==> src/design/dlbp_pkg.sv <==
package dlbp_pkg;
    // register byte offsets
    localparam logic [7:0] DLBP_OFS_POLICER_CONFIG   = 8'h00;
    localparam logic [7:0] DLBP_OFS_COMMITTED_BUCKET = 8'h04;
    localparam logic [7:0] DLBP_OFS_EXCESS_BUCKET    = 8'h08;
    localparam logic [7:0] DLBP_OFS_GLOBAL_CTRL      = 8'h0c;
    localparam logic [7:0] DLBP_OFS_STICKY           = 8'h10;
    localparam logic [7:0] DLBP_OFS_COMMITTED_LEVEL  = 8'h14;
    localparam logic [7:0] DLBP_OFS_EXCESS_LEVEL     = 8'h18;

    // policer_config field positions
    localparam int DLBP_CFG_LIMIT_LSB    = 0;
    localparam int DLBP_CFG_COUPLE_BIT   = 2;
    localparam int DLBP_CFG_INC_LSB      = 3;
    localparam int DLBP_CFG_ADJ_LSB      = 5;
    localparam int DLBP_CFG_GRAN_LSB     = 12;
    localparam int DLBP_CFG_TTYPE_LSB    = 14;
    // bucket_config field positions
    localparam int DLBP_BKT_BURST_LSB    = 0;
    localparam int DLBP_BKT_RATE_LSB     = 16;
    // global control field positions
    localparam int DLBP_GC_DRAIN_BIT     = 0;
    localparam int DLBP_GC_FILL_BIT      = 1;
    localparam int DLBP_GC_TICKS_LSB     = 4;
    // sticky flag positions
    localparam int DLBP_ST_DROP_BIT      = 0;
    localparam int DLBP_ST_WITHIN_BIT    = 1;
    localparam int DLBP_ST_COMMIT_BIT    = 2;
    localparam int DLBP_ST_PEAK_BIT      = 3;

    // widths
    localparam int DLBP_LVL_W            = 20;
    localparam int DLBP_LEN_W            = 14;
    localparam int DLBP_TICK_W           = 12;
    localparam int DLBP_BURST_SHIFT      = 11;   // 2 kilobyte unit

    // named constants; reset does not use them and clears every register to zero
    localparam logic [1:0]  DLBP_RST_GREEN_LIMIT = 2'h3;
    localparam logic [1:0]  DLBP_RST_TTYPE       = 2'h3;
    localparam logic [11:0] DLBP_RST_TICKS       = 12'h001;
    localparam logic [1:0]  DLBP_COLOUR_BLIND    = 2'h3;
    localparam logic [1:0]  DLBP_DP_MAX          = 2'h3;

    typedef struct packed {
        logic [1:0]            requested_drop_precedence;
        logic [DLBP_LEN_W-1:0] length;
        logic                  to_cpu;
        logic                  to_front;
    } dlbp_frame_s;

    typedef struct packed {
        logic [1:0] drop_precedence;
        logic       yellow;
        logic       drop;
        logic       policed;
    } dlbp_result_s;
endpackage

==> src/design/dlbp_policer.sv <==
// Behaviour
// RL1: frame with drop precedence at or below green_dp_limit is green, above is yellow
// RL2: green_dp_limit of 3 makes every frame green, colour-blind
// RL3: uncoupled: software loads committed rate/burst and excess rate/burst
// RL4: coupled: software loads committed, and excess plus committed into second bucket
// RL5: committed rate exceeded raises drop precedence by excess_dp_increment
// RL6: signed 7-bit frame_size_adjust corrects counted frame length
// RL7: burst limits are 7 bits in 2 kilobyte units, up to 254 kilobytes
// RL8: drain rates are 11 bits, 2048 steps, scaled by granularity
// RL9: traffic type selects processor frames, front port frames, or both
// RL10: policing runs only with global drain and fill enables both set
// RL11: rate_unit_ticks sets the base tick and so every rate step
// RL12: rate_granularity_sel selects each rate's granularity
// RL13: dropping a frame sets a sticky drop flag until cleared
// RL14: sticky flags for within rates, committed exceeded and peak exceeded
// RL15: frame size adjust ranges minus 64 to plus 63 bytes per frame
// RL16: buckets drain per base tick, fill by adjusted length; over excess drops
// RL17: sticky flags clear by writing one, otherwise stay set
`timescale 1ns/1ps
module dlbp_policer
    import dlbp_pkg::*;
(
    input  wire logic         pclk,        // bus and policer clock
    input  wire logic         presetn,     // asynchronous reset, active low
    input  wire logic         psel,        // apb select
    input  wire logic         penable,     // apb access phase
    input  wire logic         pwrite,      // apb direction
    input  wire logic [7:0]   paddr,       // apb byte address
    input  wire logic [31:0]  pwdata,      // apb write data
    output logic [31:0]       prdata,      // apb read data
    output logic              pready,      // apb ready
    output logic              pslverr,     // apb error, unmapped address
    input  wire logic         frame_valid, // frame decision request
    input  wire dlbp_frame_s  frame_in,    // frame attributes
    output logic              result_valid,// decision pulse
    output dlbp_result_s      result       // decision
);

    // configuration, sticky, level and tick registers
    logic [31:0]             policer_config;
    logic [31:0]             committed_bucket_config;
    logic [31:0]             excess_bucket_config;
    logic [31:0]             global_ctrl;
    logic [3:0]              sticky;
    logic [DLBP_LVL_W-1:0]   lvl_c;
    logic [DLBP_LVL_W-1:0]   lvl_e;
    logic [DLBP_TICK_W-1:0]  tick_cnt;
    logic                    base_tick;

    // decoded fields
    logic [1:0]              green_dp_limit;
    logic                    coupling_sel;
    logic [1:0]              excess_dp_increment;
    logic [6:0]              frame_size_adjust;
    logic [1:0]              rate_granularity_sel;
    logic [1:0]              traffic_type_sel;
    logic [6:0]              burst_c;
    logic [6:0]              burst_e;
    logic [10:0]             rate_c;
    logic [10:0]             rate_e;
    logic                    global_drain_enable;
    logic                    global_fill_enable;
    logic [DLBP_TICK_W-1:0]  rate_unit_ticks;

    assign green_dp_limit       = policer_config[DLBP_CFG_LIMIT_LSB +: 2];
    assign coupling_sel         = policer_config[DLBP_CFG_COUPLE_BIT];
    assign excess_dp_increment  = policer_config[DLBP_CFG_INC_LSB +: 2];
    assign frame_size_adjust    = policer_config[DLBP_CFG_ADJ_LSB +: 7];
    assign rate_granularity_sel = policer_config[DLBP_CFG_GRAN_LSB +: 2];
    assign traffic_type_sel     = policer_config[DLBP_CFG_TTYPE_LSB +: 2];
    assign burst_c              = committed_bucket_config[DLBP_BKT_BURST_LSB +: 7];
    assign burst_e              = excess_bucket_config[DLBP_BKT_BURST_LSB +: 7];
    assign rate_c               = committed_bucket_config[DLBP_BKT_RATE_LSB +: 11];
    assign rate_e               = excess_bucket_config[DLBP_BKT_RATE_LSB +: 11];
    assign global_drain_enable  = global_ctrl[DLBP_GC_DRAIN_BIT];
    assign global_fill_enable   = global_ctrl[DLBP_GC_FILL_BIT];
    assign rate_unit_ticks      = global_ctrl[DLBP_GC_TICKS_LSB +: DLBP_TICK_W];

    // apb decode
    logic wr_acc;
    logic rd_setup;
    logic addr_hit;

    assign wr_acc   = psel & penable & pwrite;
    assign rd_setup = psel & ~penable & ~pwrite;
    assign pready   = 1'b1;
    always_comb begin
        case (paddr)
            DLBP_OFS_POLICER_CONFIG,
            DLBP_OFS_COMMITTED_BUCKET,
            DLBP_OFS_EXCESS_BUCKET,
            DLBP_OFS_GLOBAL_CTRL,
            DLBP_OFS_STICKY,
            DLBP_OFS_COMMITTED_LEVEL,
            DLBP_OFS_EXCESS_LEVEL:     addr_hit = 1'b1;
            default:                   addr_hit = 1'b0;
        endcase
    end
    assign pslverr = psel & penable & ~addr_hit;

    always_ff @(posedge pclk or negedge presetn) begin
        if (!presetn) begin
            policer_config          <= 32'h0;
            committed_bucket_config <= 32'h0;
            excess_bucket_config    <= 32'h0;
            global_ctrl             <= 32'h0;
        end else if (wr_acc) begin
            case (paddr)
                DLBP_OFS_POLICER_CONFIG:   policer_config <= {16'h0, pwdata[15:0]};
                DLBP_OFS_COMMITTED_BUCKET: committed_bucket_config <=
                    {5'h0, pwdata[26:16], 9'h0, pwdata[6:0]}; // [RL7] [RL8]
                DLBP_OFS_EXCESS_BUCKET:    excess_bucket_config <=
                    {5'h0, pwdata[26:16], 9'h0, pwdata[6:0]}; // [RL7] [RL8]
                DLBP_OFS_GLOBAL_CTRL:      global_ctrl <= {16'h0, pwdata[15:4], 2'h0, pwdata[1:0]};
                default: ;
            endcase
        end
    end

    // read data sampled in setup so it comes from flops in the access phase
    always_ff @(posedge pclk or negedge presetn) begin
        if (!presetn) begin
            prdata <= 32'h0;
        end else if (rd_setup) begin
            case (paddr)
                DLBP_OFS_POLICER_CONFIG:   prdata <= policer_config;
                DLBP_OFS_COMMITTED_BUCKET: prdata <= committed_bucket_config;
                DLBP_OFS_EXCESS_BUCKET:    prdata <= excess_bucket_config;
                DLBP_OFS_GLOBAL_CTRL:      prdata <= global_ctrl;
                DLBP_OFS_STICKY:           prdata <= {28'h0, sticky};
                DLBP_OFS_COMMITTED_LEVEL:  prdata <= {12'h0, lvl_c};
                DLBP_OFS_EXCESS_LEVEL:     prdata <= {12'h0, lvl_e};
                default:                   prdata <= 32'h0;
            endcase
        end
    end

    // base tick; zero count treated as one so the buckets still drain
    always_ff @(posedge pclk or negedge presetn) begin
        if (!presetn) begin
            tick_cnt  <= 12'h0;
            base_tick <= 1'b0;
        end else if (tick_cnt + 12'h1 >= rate_unit_ticks) begin // [RL11]
            tick_cnt  <= 12'h0;
            base_tick <= 1'b1;
        end else begin
            tick_cnt  <= tick_cnt + 12'h1;
            base_tick <= 1'b0;
        end
    end

    // drain amount per tick: rate scaled by 4 to the power of granularity
    logic [DLBP_LVL_W-1:0] drain_c;
    logic [DLBP_LVL_W-1:0] drain_e;
    logic [4:0]            gran_shift;

    assign gran_shift = {2'h0, rate_granularity_sel, 1'b0}; // [RL12]
    assign drain_c    = DLBP_LVL_W'({9'h0, rate_c} << gran_shift); // [RL8]
    assign drain_e    = DLBP_LVL_W'({9'h0, rate_e} << gran_shift); // [RL8]

    // burst limits in bytes
    logic [DLBP_LVL_W-1:0] limit_c;
    logic [DLBP_LVL_W-1:0] limit_e;

    assign limit_c = DLBP_LVL_W'({13'h0, burst_c} << DLBP_BURST_SHIFT); // [RL7]
    assign limit_e = DLBP_LVL_W'({13'h0, burst_e} << DLBP_BURST_SHIFT); // [RL7]

    // policing enables
    logic active;
    logic type_match;
    logic do_police;

    assign active     = global_drain_enable & global_fill_enable; // [RL10]
    assign type_match = (frame_in.to_cpu & traffic_type_sel[0]) |
                        (frame_in.to_front & traffic_type_sel[1]); // [RL9]
    assign do_police  = frame_valid & active & type_match;

    // adjusted length, clamped at zero
    logic signed [DLBP_LEN_W+1:0] adj_sum;
    logic [DLBP_LVL_W-1:0]        adj_len;

    assign adj_sum = $signed({2'b00, frame_in.length}) +
                     (DLBP_LEN_W+2)'($signed(frame_size_adjust)); // [RL6] [RL15]
    assign adj_len = adj_sum[DLBP_LEN_W+1] ? '0 :
                     DLBP_LVL_W'(adj_sum[DLBP_LEN_W:0]);

    // levels after this cycle's drain
    logic [DLBP_LVL_W-1:0] drained_c;
    logic [DLBP_LVL_W-1:0] drained_e;

    always_comb begin
        drained_c = lvl_c;
        drained_e = lvl_e;
        if (base_tick && global_drain_enable) begin // [RL16]
            drained_c = (lvl_c > drain_c) ? lvl_c - drain_c : '0;
            drained_e = (lvl_e > drain_e) ? lvl_e - drain_e : '0;
        end
    end

    // colour and bucket checks
    logic                  is_green;
    logic                  fit_c;
    logic                  fit_e;
    logic [DLBP_LVL_W:0]   sum_c;
    logic [DLBP_LVL_W:0]   sum_e;

    assign is_green = (green_dp_limit == DLBP_COLOUR_BLIND) ||            // [RL2]
                      (frame_in.requested_drop_precedence <= green_dp_limit); // [RL1]
    assign sum_c    = {1'b0, drained_c} + {1'b0, adj_len};
    assign sum_e    = {1'b0, drained_e} + {1'b0, adj_len};
    assign fit_c    = sum_c <= {1'b0, limit_c};
    assign fit_e    = sum_e <= {1'b0, limit_e};

    logic pass_green;
    logic pass_yellow;
    logic drop_frame;
    logic commit_over;

    assign pass_green  = do_police & is_green & fit_c;
    assign commit_over = do_police & is_green & ~fit_c;
    assign pass_yellow = do_police & ~fit_c & fit_e | do_police & ~is_green & fit_e;
    assign drop_frame  = do_police & ~pass_green & ~fit_e; // [RL16]

    // bucket updates; coupled mode also charges green bytes to the second bucket when they fit there
    logic [DLBP_LVL_W-1:0] next_lvl_c;
    logic [DLBP_LVL_W-1:0] next_lvl_e;

    always_comb begin
        next_lvl_c = drained_c;
        next_lvl_e = drained_e;
        if (pass_green) begin // [RL16]
            next_lvl_c = sum_c[DLBP_LVL_W-1:0];
            if (coupling_sel && fit_e) begin // [RL4]
                next_lvl_e = sum_e[DLBP_LVL_W-1:0];
            end
        end else if (pass_yellow) begin // [RL16] [RL3]
            next_lvl_e = sum_e[DLBP_LVL_W-1:0];
        end
    end

    always_ff @(posedge pclk or negedge presetn) begin
        if (!presetn) begin
            lvl_c <= '0;
            lvl_e <= '0;
        end else begin
            lvl_c <= next_lvl_c;
            lvl_e <= next_lvl_e;
        end
    end

    // raised drop precedence, saturating
    logic [2:0] dp_sum;
    logic [1:0] dp_out;

    assign dp_sum = {1'b0, frame_in.requested_drop_precedence} + {1'b0, excess_dp_increment};
    always_comb begin
        dp_out = frame_in.requested_drop_precedence;
        if (pass_yellow && is_green) begin // [RL5]
            dp_out = dp_sum[2] ? DLBP_DP_MAX : dp_sum[1:0];
        end
    end

    always_ff @(posedge pclk or negedge presetn) begin
        if (!presetn) begin
            result_valid <= 1'b0;
            result       <= '0;
        end else begin
            result_valid <= frame_valid;
            // fields hold between pulses so a slow reader sees the last decision
            if (frame_valid) begin
                result.drop_precedence <= dp_out;
                result.yellow          <= do_police & ~pass_green & ~drop_frame;
                result.drop            <= drop_frame; // [RL16]
                result.policed         <= do_police;
            end
        end
    end

    // sticky flags: an event in the clearing cycle wins over the clear
    logic [3:0] set_flags;
    logic [3:0] clr_flags;

    assign set_flags[DLBP_ST_DROP_BIT]   = drop_frame;               // [RL13]
    assign set_flags[DLBP_ST_WITHIN_BIT] = pass_green;               // [RL14]
    assign set_flags[DLBP_ST_COMMIT_BIT] = commit_over;              // [RL14]
    assign set_flags[DLBP_ST_PEAK_BIT]   = do_police & ~fit_e & ~pass_green; // [RL14]
    assign clr_flags = (wr_acc && paddr == DLBP_OFS_STICKY) ? pwdata[3:0] : 4'h0;

    always_ff @(posedge pclk or negedge presetn) begin
        if (!presetn) begin
            sticky <= 4'h0;
        end else begin
            sticky <= (sticky & ~clr_flags) | set_flags; // [RL17] [RL13]
        end
    end

endmodule

==> config.mk <==
export PLATFORM = sky130hd
export DESIGN_NAME = dlbp_policer
export DESIGN_NICKNAME = d
export VERILOG_FILES = /design/src/design/dlbp_pkg.sv /design/src/design/dlbp_policer.sv
export SDC_FILE = /design/constraint.sdc
export NUM_CORES = 1
export LEC_CHECK = 0
export BUFFER_PORTS_ARGS = -buffer_cell sky130_fd_sc_hd__clkbuf_2
export CORE_MARGIN = 3
export CORE_UTILIZATION = 45
export CTS_CLUSTER_SIZE = 20
export DETAILED_ROUTE_END_ITERATION = 10
export PLACE_DENSITY = 0.62
export SYNTH_ARGS = -nofsm -noshare
export SYNTH_HDL_FRONTEND = slang
export SYNTH_SLANG_ARGS = --single-unit
==> constraint.sdc <==
create_clock -name pclk -period 8.49 [get_ports pclk]
set_input_delay 0.849 -clock pclk [delete_from_list [all_inputs] [get_ports pclk]]
set_output_delay 0.849 -clock pclk [all_outputs]
set_load 0.03 [all_outputs]
==> run metrics <==
largest fanout on the critical path=11; number of setup violations in the final report=0; switching pwr=1.09 mW; HPWL after DPL=32,600 µm; final hold violation count=0; Final Wtd Congestion=0.979; required time of the critical path=8810 ps; multi-input logic area=0.00826 mm²; status=finished, final reports clean; Synth cell types=80; nets=1,705; P_int=1.65 mW; core area=0.0273 mm²; vias=11,269; Sink Count=156; most common cell in the netlist=dfrtp_1; Tmin final=slightly above 8000 ps; largest cells by area after synthesis=dfrtp_1, ha_1, mux2_2, nand2_1, o21ai_0; Final TNS setup=0 ps; Setup Crit Path Kind=flop to flop; CP arrival=between 8000 and 9000 ps; 1st-pass router iterations=8; depth of the CTS H-tree=4; sequential share of power=31.3%; Power Density=190 mW/mm²; max frequency=124 MHz; placed cell areas=0.0138 mm²; leakage=6.79 nW; Logic pwr share=about two fifths; max_cap viols=0; Synth Instances=1,407; Area Overhead vs Synth=14.7%; clock network power share=28.0%; initial antenna violation count=3; port bufs=92; row cnt=60; Hold Path Class=input pin to asynchronous set/reset pin; Worst Clk Skew=17.1 ps; CP startpoint kind=flop; Post-Syn Area per Cell=8.96 µm²; Crit. End Element=flop; FILL cells=2,559; number of enable flip-flop cells after synthesis=0; Primary FF master, synth=dfrtp_1; Initial Util=approximately 46%; die height=between 150 and 200 µm; share of cells above drive strength 1=20.8%; Synth area leader=dfrtp_1; switch share=39.8%; Slew Limit Fails=0; YS warnings=0; first-pass GRT wire length=between 60,000 and 70,000 µm; Finished Cell Area=approximately 0.014 mm²; Die Wd=173 µm; synthesized cell area=about 0.013 mm²; cts bufs inserted=17; fin crit share=95.3%; Post-synth ARST share=100%; Congestion Overflow GR=0; Slew HR=between 10% and 20%; largest net degree at the start of global routing=92; slowest CP cell=or4_4; synth cell count leaders=dfrtp_1, nand2_1, ha_1; post-route ant nets=0; sequential fraction of the synthesis area=31.0%; post-synth top area share=31.0%; synthesized flop and latch total=156; FF/Latch Area=0.00391 mm²; I/O pins=104; worst stage delay on the critical path=540 ps; Routed WL=40,700 µm; 1st-iter DRT viols=1,048; Total GRT Usage=26.8%; TritonCTS clock tree=built; number of global-route vias before repair=10,473; DR WL/cell=21.3 µm; die area=about 0.03 mm²; Residual DRC=0; Longest Clk Path Bufs=2; Peak VDD IR=around 0.000095 V; RSZ-0062 raised after global routing=no; worst slew pin tran=about 1200 ps; Root Driver=clkbuf_16; Worst-path clk slew=around 70 ps; Clock Latency Late Sink=450 ps; DR vias/cell=5.89
[per-layer routing]
metal	routed length (µm)	track usage, %
met1	19000	39.0
met2	17800	40.1
met3	2810	5.50
met4	1060	8.34
met5	0	0
[critical path: cells and delay by family, from the launching register on]
kind                       cells  cell delay (ps)
AOI/OAI and AO/OA              9             2870
adders and majority gates      3             1030
buffers and inverters          2              390
muxes                          1              250
and+or+nand+nor               13             2770
DFF                            1              490
xor gates and xnor gates       1              160
[final cells by class]
cell class / count / area share, %
inverters: 67 / 1.74
diodes: 2 / 0.0346
clock buffers: 18 / 3.04
flip-flops and latches: 156 / 27.0
well taps: 372 / 3.22
multi-input cells: 1123 / 57.1
repair buffers: 160 / 6.84
clock inverters: 14 / 0.986
[final timing paths]
| check | from | end | slack [ps] | cells past startpoint |
|---|---|---|---|---|
| setup / recovery | policer_config[12] | lvl_e[2] | 400 | 29 |
| hold / removal | presetn | prdata[20] | 480 | 1 |
| setup reg to reg | policer_config[12] | lvl_e[2] | 400 | 29 |
| hold reg to reg | prdata[22] | prdata[22] | 480 | 2 |
| max in group asynchronous | presetn | excess_bucket_config[3] | 6650 | 2 |
| min in group pclk | prdata[22] | prdata[22] | 480 | 2 |
[layout by cell type (no fill, tap or decap), types with 5 or more instances in the layout]
cell,n
nor3_1,15
a22oi_1,14
mux2_2,87
and3_1,15
a22o_1,18
dfrtp_1,154
clkbuf_16,17
inv_1,66
a222oi_1,16
a21boi_0,5
o22ai_1,7
nor2b_1,31
buf_4,67
a21oi_1,90
nand3_1,28
nand2_1,134
a31oi_1,15
xnor2_1,53
inv_8,6
nand2b_1,12
nand4_1,17
o21a_1,21
o21bai_1,8
or4_1,7
or2_2,7
conb_1,6
xor2_1,32
nor4_1,8
a21o_1,30
o211ai_1,10
nor2_1,89
clkbuf_2,91
nand3b_1,6
o21ai_0,97
mux2i_1,23
fa_1,6
o31ai_1,13
ha_1,110
and2_1,13
[sequential cells by signal, indices dropped and copies added (netlist names)]
| register | flops |
|---|---|
| committed_bucket_config | 18 |
| tick_cnt | 12 |
| lvl_c | 20 |
| global_ctrl | 14 |
| policer_config | 16 |
| result_valid | 1 |
| sticky | 4 |
| result | 5 |
| prdata | 27 |
| excess_bucket_config | 18 |
| base_tick | 1 |
| lvl_e | 20 |
[per-stage QoR]
stage	std cells	power [mW]	util [%]	setup slack, ps	hold slack [ps]
floorplan	1411	1.62	-	582	441
global placement	1878	1.95	50.7	79.0	465
detailed placement	1878	1.95	50.7	79.3	471
CTS	1910	2.73	52.9	175	486
global route	1910	2.91	53.1	10.4	520
finish	1912	2.74	53.1	400	478
[power groups by stage]
stage               Clock, mW  Sequential [mW]  Combinational (mW)
floorplan                   0            0.848               0.770
global placement            0            0.870                1.08
detailed placement          0            0.870                1.08
CTS                     0.781            0.856                1.09
global route            0.821            0.862                1.23
finish                  0.768            0.859                1.11
[what timing repair did]
| action | 4_1_cts | 5_1_grt |
|---|---|---|
| setup endpoints to repair | 0 | 46 |
| buffers inserted | 0 | 0 |
| gates resized for setup | 0 | 15 |
| hold buffers | 0 | 0 |
[cell families (layout without fill, tap and decap cells)]
family | count (synthesis) | in the layout | share of synthesized area [%]
xor+xnor | 86 | 86 | 5.97
mux | 114 | 114 | 10.2
flops | 156 | 156 | 31.0
other cells | 2 | 8 | 0.0596
fa+ha+maj | 116 | 116 | 11.9
simple gates | 409 | 409 | 16.1
buf+inv | 132 | 259 | 4.22
compound gates | 392 | 392 | 20.6
No activity file was read; power rests on OpenSTA's default activity.
